### src/hw/pbc_pkg.sv
// Shared constants for the presettable binary up/down counter block.
// Assumes a single 20 MHz clock domain and an AXI4-Lite register port.
package pbc_pkg;
   // Count word and its fixed values
   typedef logic [3:0] pbc_count_t;
   localparam pbc_count_t CNT_MIN = 4'h0;
   localparam pbc_count_t CNT_MAX = 4'hF;
   localparam pbc_count_t CNT_ONE = 4'h1;
   localparam pbc_count_t COUNT_RST = 4'h0;
   localparam logic CARRY_N_RST = 1'h1;
   localparam logic EDGE_PREV_RST = 1'h1;
   // Register bus geometry
   localparam int AXI_AW = 8;
   localparam int AXI_DW = 32;
   localparam logic [1:0] RESP_OKAY = 2'h0;
   localparam logic [1:0] RESP_SLVERR = 2'h2;
   // Register byte offsets
   localparam logic [7:0] REG_CTRL = 8'h00;
   localparam logic [7:0] REG_LOAD = 8'h04;
   localparam logic [7:0] REG_STATUS = 8'h08;
   localparam logic [7:0] REG_STEPS = 8'h0C;
   // Control fields and reset values
   localparam int CTRL_GATE_BIT = 0;
   localparam int CTRL_CLEAR_BIT = 1;
   localparam int CTRL_LOAD_BIT = 2;
   localparam logic CTRL_GATE_RST = 1'h1;
   localparam pbc_count_t LOAD_RST = 4'h0;
   // Status fields
   localparam int STAT_CARRY_BIT = 4;
   localparam int STAT_UP_BIT = 5;
   localparam int STAT_CIN_BIT = 6;
   localparam int STAT_CLR_BIT = 7;
   localparam int STAT_LOADEN_BIT = 8;
   localparam int STAT_GATE_BIT = 9;
endpackage

### src/hw/pbc_reg_if.sv
// Register access path between the bus front end and the register file.
// Assumes both ends run on the same clock; all signals are levels.
`timescale 1ns/100ps
interface pbc_reg_if;
   import pbc_pkg::*;
   logic wr_en;
   logic [AXI_AW-1:0] wr_addr;
   logic [AXI_DW-1:0] wr_data;
   logic [3:0] wr_strb;
   logic wr_ok;
   logic [AXI_AW-1:0] rd_addr;
   logic [AXI_DW-1:0] rd_data;
   logic rd_ok;
   modport bus
   (
      output wr_en, wr_addr, wr_data, wr_strb, rd_addr,
      input wr_ok, rd_data, rd_ok
   );
   modport regs
   (
      input wr_en, wr_addr, wr_data, wr_strb, rd_addr,
      output wr_ok, rd_data, rd_ok
   );
endinterface

### src/hw/pbc_top.sv
// Four-bit presettable binary up/down counter with cascade carry pins.
// Assumes every pin input is synchronous to aclk; the count clock pin is
// sampled and its rising edge detected, and AXI4-Lite reaches the registers.
//
// Overview of operation
// - Carry input high blocks counting; the count holds.
// - Count steps only on a rising edge of the count clock.
// - Direction high counts up, low counts down.
// - Load enable high copies the four load bits into the count.
// - Clear high zeroes the count and beats every other input.
// - Count bits are plain binary, bit zero least significant.
// - Counting up, carry out is low only at fifteen with carry in low.
// - Counting down, carry out is low only at zero with carry in low.
// - Carry out is active low and registered with the count.
// - Cascaded, carry out stays low one whole count clock period.
//
// Our own choices: the placing of the registers and the AXI4-Lite register port.
`timescale 1ns/100ps
module pbc_top
   import pbc_pkg::*;
#(
   parameter int STEP_W = 16
)
(
   input wire logic aclk,
   input wire logic aresetn,
   input wire logic clk_en,
   input wire logic count_clock,
   input wire logic count_up,
   input wire logic carry_in_n,
   input wire logic parallel_load_enable,
   input wire logic load_value_bit0,
   input wire logic load_value_bit1,
   input wire logic load_value_bit2,
   input wire logic load_value_bit3,
   input wire logic clear,
   output logic count_bit0,
   output logic count_bit1,
   output logic count_bit2,
   output logic count_bit3,
   output logic carry_out_n,
   input wire logic [AXI_AW-1:0] s_axi_awaddr,
   input wire logic s_axi_awvalid,
   output logic s_axi_awready,
   input wire logic [AXI_DW-1:0] s_axi_wdata,
   input wire logic [3:0] s_axi_wstrb,
   input wire logic s_axi_wvalid,
   output logic s_axi_wready,
   output logic [1:0] s_axi_bresp,
   output logic s_axi_bvalid,
   input wire logic s_axi_bready,
   input wire logic [AXI_AW-1:0] s_axi_araddr,
   input wire logic s_axi_arvalid,
   output logic s_axi_arready,
   output logic [AXI_DW-1:0] s_axi_rdata,
   output logic [1:0] s_axi_rresp,
   output logic s_axi_rvalid,
   input wire logic s_axi_rready
);
   pbc_count_t count;
   pbc_count_t next_count;
   pbc_count_t load_pins;
   pbc_count_t load_reg;
   logic next_carry_out_n;
   logic ctrl_gate;
   logic clk_rise;
   logic step;
   logic sw_clear;
   logic sw_load;
   logic clr_any;
   logic ld_any;
   logic ctrl_wr;
   logic [STEP_W-1:0] steps;

   pbc_reg_if ifc();

   // Address map check, shared by the write and read paths
   function automatic logic addr_ok(input logic [AXI_AW-1:0] addr);
      addr_ok = (addr == REG_CTRL) || (addr == REG_LOAD) ||
                (addr == REG_STATUS) || (addr == REG_STEPS);
   endfunction

   // Terminal count for the selected direction
   function automatic logic at_terminal(input pbc_count_t value, input logic up);
      at_terminal = up ? (value == CNT_MAX) : (value == CNT_MIN);
   endfunction

   pbc_axil u_axil
   (
      .aclk(aclk),
      .aresetn(aresetn),
      .clk_en(clk_en),
      .awaddr(s_axi_awaddr),
      .awvalid(s_axi_awvalid),
      .awready(s_axi_awready),
      .wdata(s_axi_wdata),
      .wstrb(s_axi_wstrb),
      .wvalid(s_axi_wvalid),
      .wready(s_axi_wready),
      .bresp(s_axi_bresp),
      .bvalid(s_axi_bvalid),
      .bready(s_axi_bready),
      .araddr(s_axi_araddr),
      .arvalid(s_axi_arvalid),
      .arready(s_axi_arready),
      .rdata(s_axi_rdata),
      .rresp(s_axi_rresp),
      .rvalid(s_axi_rvalid),
      .rready(s_axi_rready),
      .regs(ifc)
   );

   pbc_edge u_edge
   (
      .aclk(aclk),
      .aresetn(aresetn),
      .clk_en(clk_en),
      .level(count_clock),
      .rise(clk_rise)
   );

   // Load pins gathered, bit zero least significant
   assign load_pins = {load_value_bit3, load_value_bit2, load_value_bit1, load_value_bit0};

   // Software pulses act in the same cycle as the bus write
   assign ctrl_wr = ifc.wr_en && (ifc.wr_addr == REG_CTRL) && ifc.wr_strb[0];
   assign sw_clear = ctrl_wr && ifc.wr_data[CTRL_CLEAR_BIT];
   assign sw_load = ctrl_wr && ifc.wr_data[CTRL_LOAD_BIT];
   assign clr_any = clear | sw_clear;
   assign ld_any = parallel_load_enable | sw_load;

   assign step = clk_rise & ~carry_in_n & ctrl_gate;

   // Clear, then load, then count; one edge of latency replaces async action
   always_comb
   begin
      next_count = count;
      if (clr_any)
         next_count = CNT_MIN;
      else if (parallel_load_enable)
         next_count = load_pins;
      else if (sw_load)
         next_count = load_reg;
      else if (step)
         next_count = count_up ? count + CNT_ONE : count - CNT_ONE;
   end

   assign next_carry_out_n = ~(~carry_in_n & at_terminal(next_count, count_up));

   always_ff @(posedge aclk)
   begin
      if (!aresetn)
      begin
         count <= COUNT_RST;
         carry_out_n <= CARRY_N_RST;
      end
      else if (clk_en)
      begin
         count <= next_count;
         carry_out_n <= next_carry_out_n;
      end
   end

   assign count_bit0 = count[0];
   assign count_bit1 = count[1];
   assign count_bit2 = count[2];
   assign count_bit3 = count[3];

   // Control and load registers
   always_ff @(posedge aclk)
   begin
      if (!aresetn)
      begin
         ctrl_gate <= CTRL_GATE_RST;
         load_reg <= LOAD_RST;
      end
      else if (clk_en && ifc.wr_en && ifc.wr_strb[0])
      begin
         if (ifc.wr_addr == REG_CTRL)
            ctrl_gate <= ifc.wr_data[CTRL_GATE_BIT];
         if (ifc.wr_addr == REG_LOAD)
            load_reg <= ifc.wr_data[3:0];
      end
   end

   // Step counter; a step in a clearing or loading cycle does not count
   always_ff @(posedge aclk)
   begin
      if (!aresetn)
         steps <= '0;
      else if (clk_en)
      begin
         if (ifc.wr_en && (ifc.wr_addr == REG_STEPS))
            steps <= (step && !clr_any && !ld_any) ? {{(STEP_W-1){1'h0}}, 1'h1} : '0;
         else if (step && !clr_any && !ld_any)
            steps <= steps + 1'h1;
      end
   end

   // Read mux; unmapped offsets read zero with an error response
   always_comb
   begin
      ifc.rd_data = '0;
      ifc.rd_ok = addr_ok(ifc.rd_addr);
      ifc.wr_ok = addr_ok(ifc.wr_addr);
      unique case (ifc.rd_addr)
         REG_CTRL:
            ifc.rd_data[CTRL_GATE_BIT] = ctrl_gate;
         REG_LOAD:
            ifc.rd_data[3:0] = load_reg;
         REG_STATUS:
         begin
            ifc.rd_data[3:0] = count;
            ifc.rd_data[STAT_CARRY_BIT] = carry_out_n;
            ifc.rd_data[STAT_UP_BIT] = count_up;
            ifc.rd_data[STAT_CIN_BIT] = carry_in_n;
            ifc.rd_data[STAT_CLR_BIT] = clear;
            ifc.rd_data[STAT_LOADEN_BIT] = parallel_load_enable;
            ifc.rd_data[STAT_GATE_BIT] = ctrl_gate;
         end
         REG_STEPS:
            ifc.rd_data[STEP_W-1:0] = steps;
         default:
            ifc.rd_data = '0;
      endcase
   end
endmodule

### src/hw/pbc_edge.sv
// Rising edge detector for the count clock pin.
// Assumes the pin is already synchronous to aclk.
`timescale 1ns/100ps
module pbc_edge
   import pbc_pkg::*;
(
   input wire logic aclk,
   input wire logic aresetn,
   input wire logic clk_en,
   input wire logic level,
   output logic rise
);
   logic prev;

   // Held high at reset so a pin stuck high does not count
   always_ff @(posedge aclk)
   begin
      if (!aresetn)
         prev <= EDGE_PREV_RST;
      else if (clk_en)
         prev <= level;
   end

   // Low to high seen between two samples
   assign rise = level & ~prev;
endmodule

### src/hw/pbc_axil.sv
// AXI4-Lite slave front end: one read in flight at most; a second write can be taken while a write response waits.
// Assumes a master that keeps valid and payload steady until ready.
`timescale 1ns/100ps
module pbc_axil
   import pbc_pkg::*;
(
   input wire logic aclk,
   input wire logic aresetn,
   input wire logic clk_en,
   input wire logic [AXI_AW-1:0] awaddr,
   input wire logic awvalid,
   output logic awready,
   input wire logic [AXI_DW-1:0] wdata,
   input wire logic [3:0] wstrb,
   input wire logic wvalid,
   output logic wready,
   output logic [1:0] bresp,
   output logic bvalid,
   input wire logic bready,
   input wire logic [AXI_AW-1:0] araddr,
   input wire logic arvalid,
   output logic arready,
   output logic [AXI_DW-1:0] rdata,
   output logic [1:0] rresp,
   output logic rvalid,
   input wire logic rready,
   pbc_reg_if.bus regs
);
   logic aw_held;
   logic w_held;
   logic ar_held;
   logic do_write;

   // Address and data are taken independently, in either order
   assign awready = ~aw_held;
   assign wready = ~w_held;
   assign arready = ~ar_held & ~rvalid;
   assign do_write = aw_held & w_held & ~bvalid;
   assign regs.wr_en = do_write & clk_en;

   // Write address capture
   always_ff @(posedge aclk)
   begin
      if (!aresetn)
      begin
         aw_held <= 1'h0;
         regs.wr_addr <= '0;
      end
      else if (clk_en)
      begin
         if (awvalid && awready)
         begin
            aw_held <= 1'h1;
            regs.wr_addr <= awaddr;
         end
         else if (do_write)
            aw_held <= 1'h0;
      end
   end

   // Write data capture
   always_ff @(posedge aclk)
   begin
      if (!aresetn)
      begin
         w_held <= 1'h0;
         regs.wr_data <= '0;
         regs.wr_strb <= '0;
      end
      else if (clk_en)
      begin
         if (wvalid && wready)
         begin
            w_held <= 1'h1;
            regs.wr_data <= wdata;
            regs.wr_strb <= wstrb;
         end
         else if (do_write)
            w_held <= 1'h0;
      end
   end

   // Write response raised on the same edge as the register update
   always_ff @(posedge aclk)
   begin
      if (!aresetn)
      begin
         bvalid <= 1'h0;
         bresp <= RESP_OKAY;
      end
      else if (clk_en)
      begin
         if (do_write)
         begin
            bvalid <= 1'h1;
            bresp <= regs.wr_ok ? RESP_OKAY : RESP_SLVERR;
         end
         else if (bvalid && bready)
            bvalid <= 1'h0;
      end
   end

   // Read: address held one cycle, then data registered out
   always_ff @(posedge aclk)
   begin
      if (!aresetn)
      begin
         ar_held <= 1'h0;
         rvalid <= 1'h0;
         rdata <= '0;
         rresp <= RESP_OKAY;
         regs.rd_addr <= '0;
      end
      else if (clk_en)
      begin
         if (arvalid && arready)
         begin
            ar_held <= 1'h1;
            regs.rd_addr <= araddr;
         end
         else if (ar_held)
         begin
            ar_held <= 1'h0;
            rvalid <= 1'h1;
            rdata <= regs.rd_data;
            rresp <= regs.rd_ok ? RESP_OKAY : RESP_SLVERR;
         end
         else if (rvalid && rready)
            rvalid <= 1'h0;
      end
   end
endmodule

### config.mk
export PLATFORM = sky130hd
export DESIGN_NAME = pbc_top
export DESIGN_NICKNAME = d
export VERILOG_FILES = /design/src/hw/pbc_pkg.sv /design/src/hw/pbc_reg_if.sv /design/src/hw/pbc_top.sv /design/src/hw/pbc_edge.sv /design/src/hw/pbc_axil.sv
export SDC_FILE = /design/constraint.sdc
export NUM_CORES = 1
export LEC_CHECK = 0
export ABC_AREA = 1
export BUFFER_PORTS_ARGS = -buffer_cell sky130_fd_sc_hd__clkbuf_2
export CORE_MARGIN = 2
export CORE_UTILIZATION = 46
export DETAILED_ROUTE_END_ITERATION = 16
export GPL_ROUTABILITY_DRIVEN = 0
export GPL_TIMING_DRIVEN = 0
export PLACE_DENSITY = 0.75
export SYNTH_ARGS = -nofsm -noshare
export SYNTH_HDL_FRONTEND = slang
export SYNTH_SLANG_ARGS = --single-unit
### constraint.sdc
create_clock -name aclk -period 1.6 [get_ports aclk]
set_input_delay 0.24 -clock aclk [delete_from_list [all_inputs] [get_ports aclk]]
set_output_delay 0.24 -clock aclk [all_outputs]
set_load 0.02 [all_outputs]
==> run_summary.xml <==
<?xml version="1.0" encoding="UTF-8"?>
<metrics>
  <group name="sta">
    <metric name="timing_hold_violations_final" unit="">0</metric>
    <metric name="period_share" unit="">1.14</metric>
    <metric name="rsz0062_at_grt" unit="">yes</metric>
    <metric name="maxClockFrequency" unit="MHz">546</metric>
    <metric name="final-setup-viol-count" unit="">16</metric>
    <metric name="max_slew_violations" unit="">0</metric>
    <metric name="final_worst_path_setup_slack" unit="ns">-0.230</metric>
    <metric name="hold_slack" unit="ns">0.134</metric>
    <metric name="slew_headroom" unit="">0.529</metric>
    <metric name="timing.setup.tns" unit="ns">-2.04</metric>
    <metric name="skew" unit="ns">0.00828</metric>
    <metric name="max_slew.worst_pin.slew" unit="ns">0.703</metric>
    <metric name="min_period" unit="ns">1.83</metric>
  </group>
  <group name="final_layout">
    <metric name="instances_no_fill" unit="">739</metric>
    <metric name="antenna_cells" unit="">0</metric>
    <metric name="nNetsFinal" unit="">705</metric>
    <metric name="fillCellCount" unit="">660</metric>
    <metric name="top_regs" unit="">steps x16, u_axil.rdata x16</metric>
    <metric name="drive_gt1_frac" unit="">0.325</metric>
    <metric name="area_growth" unit="%">34.5</metric>
    <metric name="layout.cell_area.non_filler" unit="um^2">4910</metric>
  </group>
  <group name="logic_synthesis">
    <metric name="simple_gate_area_share_of_the_yosys_netlist" unit="">0.291</metric>
    <metric name="syn_area_per_cell" unit="um^2">7.03</metric>
    <metric name="synth_top_family_by_area" unit="">simple AND/OR/NAND/NOR gates</metric>
    <metric name="synth-seq-cells" unit="">71</metric>
    <metric name="synth_compound_gate_area_share" unit="">0.157</metric>
    <metric name="synth.yosys.seq_area_share" unit="">0.390</metric>
    <metric name="yosys_most_used_dff" unit="">sky130_fd_sc_hd__dfxtp_1</metric>
    <metric name="syn-cell-area" unit="um^2">3650</metric>
    <metric name="synth_cells" unit="">519</metric>
    <metric name="synth-xor-area-share" unit="">0.0288</metric>
    <metric name="synth.distinct_cells" unit="">39</metric>
    <metric name="synth_mux_area_frac" unit="">0</metric>
    <metric name="yosys_warnings" unit="">0</metric>
    <metric name="fraction_of_registers_with_async_set_or_reset_after_synthesis" unit="">0</metric>
    <metric name="adder_and_majority_cell_fraction_of_the_synthesized_area" unit="">0.0158</metric>
    <metric name="synth-edff-count" unit="">0</metric>
  </group>
  <group name="clocking">
    <metric name="clockRootBuffer" unit="">sky130_fd_sc_hd__clkbuf_8</metric>
    <metric name="cts-buffers-inserted" unit="">9</metric>
    <metric name="clock_pin_slew_of_the_registers_on_the_worst_case_setup_and_hold_paths" unit="ns">0.08</metric>
    <metric name="cts_tree" unit="">built</metric>
    <metric name="ctsHoldBuffers" unit="">0</metric>
    <metric name="cts_max_level" unit="">3</metric>
    <metric name="worst_skew_pair.late_latency" unit="ns">0.35</metric>
    <metric name="clkSinkCount" unit="">71</metric>
    <metric name="clk_path_buf_depth" unit="">2</metric>
  </group>
  <group name="worst_setup_path">
    <metric name="crit_path_frequent_cell" unit="">sky130_fd_sc_hd__nand2_1</metric>
    <metric name="critPathRequiredTime" unit="ns">1.84</metric>
    <metric name="timing.critical_path.to_type" unit="">register</metric>
    <metric name="cpPeakStageDelay" unit="ns">0.39</metric>
    <metric name="critical_path.top_delay_family" unit="">simple AND/OR/NAND/NOR gates</metric>
    <metric name="worstPathMaxFanout" unit="">5</metric>
    <metric name="timing.critical_path.arrival" unit="ns">2.07</metric>
    <metric name="cp_num_buf_inv" unit="">1</metric>
    <metric name="cp_slowest_cell" unit="">sky130_fd_sc_hd__dfxtp_4</metric>
    <metric name="critical_path_class" unit="">reg2reg</metric>
    <metric name="worstSetupStartpointType" unit="">register</metric>
    <metric name="crit_path_cell_chain" unit="">inv_4 -&gt; fa_2 -&gt; xor2_1 -&gt; o21ai_1 -&gt; nand2_1 -&gt; nand3_1 -&gt; nand2_2 -&gt; nor2_1 -&gt; nand2_1 -&gt; nand2_1 -&gt; nand3_1 -&gt; nand2_1 -&gt; nand2_1</metric>
  </group>
  <group name="outcome">
    <metric name="violations" unit="">negative setup slack</metric>
    <metric name="outcome" unit="">finished with violations</metric>
  </group>
  <group name="placed_design">
    <metric name="detailed_place_hpwl" unit="um">7030</metric>
    <metric name="detailed_place.area" unit="um^2">4170</metric>
    <metric name="placedCellCount" unit="">702</metric>
    <metric name="port_buffers" unit="">64</metric>
  </group>
  <group name="die">
    <metric name="die-area" unit="um^2">8660</metric>
    <metric name="ioPinCount" unit="">115</metric>
    <metric name="floorplan.core_area" unit="um^2">7690</metric>
    <metric name="die_height" unit="um">93.1</metric>
    <metric name="fp.dieW" unit="um">93.1</metric>
    <metric name="rows" unit="">32</metric>
    <metric name="floorplan.initialDensity" unit="">0.475</metric>
  </group>
  <group name="global_route">
    <metric name="grt_start_max_net_pins" unit="">13</metric>
    <metric name="vias_in_the_first_global_route" unit="">3496</metric>
    <metric name="grt_pass1_wl" unit="um">15900</metric>
    <metric name="grtUsageTotal" unit="">0.233</metric>
    <metric name="grt_antenna_before_repair" unit="">0</metric>
    <metric name="globalRouteOverflowTotal" unit="">0</metric>
  </group>
  <group name="pwr">
    <metric name="power_frac_clock" unit="">0.390</metric>
    <metric name="power.net_switching" unit="mW">1.15</metric>
    <metric name="swShare" unit="">0.279</metric>
    <metric name="leakagePower" unit="nW">2.20</metric>
    <metric name="internal_power" unit="mW">2.98</metric>
    <metric name="power-per-cell-area" unit="nW/um^2">841</metric>
    <metric name="irDropWorstVdd" unit="uV">539</metric>
    <metric name="combinationalPowerShare" unit="">0.149</metric>
    <metric name="seqPwrFrac" unit="">0.461</metric>
  </group>
  <group name="routing">
    <metric name="drt.antenna.violating_nets" unit="">0</metric>
    <metric name="route.detailed.wl_per_inst" unit="um">14.1</metric>
    <metric name="route.detailed.drc" unit="">0</metric>
    <metric name="initialDrtViolationCount" unit="">283</metric>
    <metric name="detailroute.via_count" unit="">3821</metric>
    <metric name="post_drt_via_cell_ratio" unit="">5.17</metric>
    <metric name="detail_route.first_pass.iterations" unit="">5</metric>
    <metric name="totalWireLength" unit="um">10400</metric>
  </group>
  <group name="job">
    <metric name="timing.max_cap.violations" unit="">0</metric>
  </group>
  <group name="min_path">
    <metric name="worstHoldPathType" unit="">in2reg</metric>
  </group>
</metrics>
cells by family (layout without fill, tap and decap cells):
group | count (synthesis) | in the layout
other cells | 1 | 18
xor+xnor | 12 | 12
buf+inv | 88 | 189
flops | 71 | 71
simple gates | 240 | 240
fa+ha+maj | 4 | 4
compound gates | 103 | 103
power groups by stage:
| stage | clock (mW) | sequential (mW) | combinational [mW] |
|---|---|---|---|
| 2_1_floorplan | 0 | 1.95 | 0.353 |
| 3_3_place_gp | 0 | 1.93 | 0.520 |
| 3_5_place_dp | 0 | 1.93 | 0.532 |
| 4_1_cts | 1.61 | 1.90 | 0.585 |
| 5_1_grt | 1.68 | 1.91 | 0.679 |
| 6_report | 1.61 | 1.90 | 0.617 |
path summary, 6_finish.rpt:
check	from	to	slack, ns	depth (start not counted)
hold reg to reg	u_edge.prev	u_edge.prev	0.47	2
hold / removal	s_axi_araddr[6]	u_axil.regs.rd_addr[6]	0.13	3
setup reg to reg	count[1]	carry_out_n	-0.23	13
setup / recovery	count[1]	carry_out_n	-0.23	13
metrics by stage:
step | total power [mW] | utilization | worst slack [ns]
after floorplan | 2.30 | - | -0.113
after global placement | 2.45 | 0.543 | -0.426
after detailed placement | 2.46 | 0.543 | -0.479
after CTS | 4.09 | 0.619 | -0.199
after global routing | 4.27 | 0.639 | -0.344
final | 4.13 | 0.639 | -0.230
routing by layer:
metal / vias to the layer above / track usage / share of wire / routed length [um]
met3: 24 / 0.0290 / 0.070 / 723
li1: 1892 / - / - / -
met1: 1730 / 0.292 / 0.42 / 4390
met2: 175 / 0.397 / 0.48 / 5040
met5: - / 0 / 0 / 0
met4: 0 / 0.109 / 0.023 / 235
repair_timing:
action                     4_1_cts  5_1_grt
setup buffers                   11       10
setup endpoints to repair       32       37
pin swaps                       17       13
resized for setup               59       42
cloned                           2        1
synth_stat cells (2+ instances only):
| cell type | number | share of area |
|---|---|---|
| sky130_fd_sc_hd__xor2_1 | 10 | 0.024 |
| sky130_fd_sc_hd__a21oi_2 | 2 | 0.0048 |
| sky130_fd_sc_hd__inv_1 | 48 | 0.049 |
| sky130_fd_sc_hd__nor2_2 | 4 | 0.0069 |
| sky130_fd_sc_hd__o21ai_0 | 50 | 0.069 |
| sky130_fd_sc_hd__a21oi_1 | 36 | 0.049 |
| sky130_fd_sc_hd__nand2_1 | 96 | 0.099 |
| sky130_fd_sc_hd__ha_1 | 3 | 0.010 |
| sky130_fd_sc_hd__nor3_1 | 6 | 0.0082 |
| sky130_fd_sc_hd__inv_4 | 2 | 0.0034 |
| sky130_fd_sc_hd__xnor2_1 | 2 | 0.0048 |
| sky130_fd_sc_hd__dfxtp_1 | 71 | 0.39 |
| sky130_fd_sc_hd__nand3_2 | 2 | 0.0055 |
| sky130_fd_sc_hd__buf_4 | 19 | 0.039 |
| sky130_fd_sc_hd__nor2_1 | 87 | 0.090 |
| sky130_fd_sc_hd__o221ai_1 | 9 | 0.022 |
| sky130_fd_sc_hd__nor3_2 | 3 | 0.0082 |
| sky130_fd_sc_hd__clkbuf_1 | 14 | 0.014 |
| sky130_fd_sc_hd__nand3_1 | 21 | 0.029 |
| sky130_fd_sc_hd__nor2_4 | 2 | 0.0062 |
| sky130_fd_sc_hd__nor4_1 | 5 | 0.0086 |
| sky130_fd_sc_hd__buf_6 | 2 | 0.0062 |
| sky130_fd_sc_hd__nand4_1 | 9 | 0.015 |
tightest hold or removal path, cell delays in order:
cell and delay [ns]:
sky130_fd_sc_hd__clkbuf_2 0.07, sky130_fd_sc_hd__o21ai_0 0.07, sky130_fd_sc_hd__nor2_1 0.07
cells in the final DEF, fill, tap and decap left out, types with 4 or more instances in the layout:
cell type	netlist	final
sky130_fd_sc_hd__nand3_1	21	17
sky130_fd_sc_hd__buf_4	19	31
sky130_fd_sc_hd__o21ai_1	1	4
sky130_fd_sc_hd__nand2_2	0	12
sky130_fd_sc_hd__conb_1	1	18
sky130_fd_sc_hd__clkbuf_2	0	67
sky130_fd_sc_hd__buf_6	2	8
sky130_fd_sc_hd__nand4_1	9	9
sky130_fd_sc_hd__inv_1	48	43
sky130_fd_sc_hd__nor2_4	2	7
sky130_fd_sc_hd__nor2_2	4	6
sky130_fd_sc_hd__nor3_1	6	4
sky130_fd_sc_hd__xor2_1	10	10
sky130_fd_sc_hd__nand2_1	96	81
sky130_fd_sc_hd__o221ai_1	9	9
sky130_fd_sc_hd__dfxtp_2	0	11
sky130_fd_sc_hd__nor2_1	87	80
sky130_fd_sc_hd__o21ai_0	50	45
sky130_fd_sc_hd__nand3_2	2	4
sky130_fd_sc_hd__a21oi_1	36	32
sky130_fd_sc_hd__clkbuf_8	0	11
sky130_fd_sc_hd__clkbuf_1	14	10
sky130_fd_sc_hd__dfxtp_1	71	57
sky130_fd_sc_hd__inv_2	1	4
sky130_fd_sc_hd__a21oi_2	2	6
area by class of cell:
type                    instances  area [um^2]  share of cell area
clock inverters                 4         48.8             0.00994
clock buffers                  12          176              0.0359
plain buffers                  34          225              0.0459
well taps                     102          128              0.0260
flip-flops and latches         71         1450               0.295
inverters                      53          224              0.0456
repair buffers                 86          538               0.110
multi-input cells             377         2120               0.432
Power figures use the tool's default switching activity.
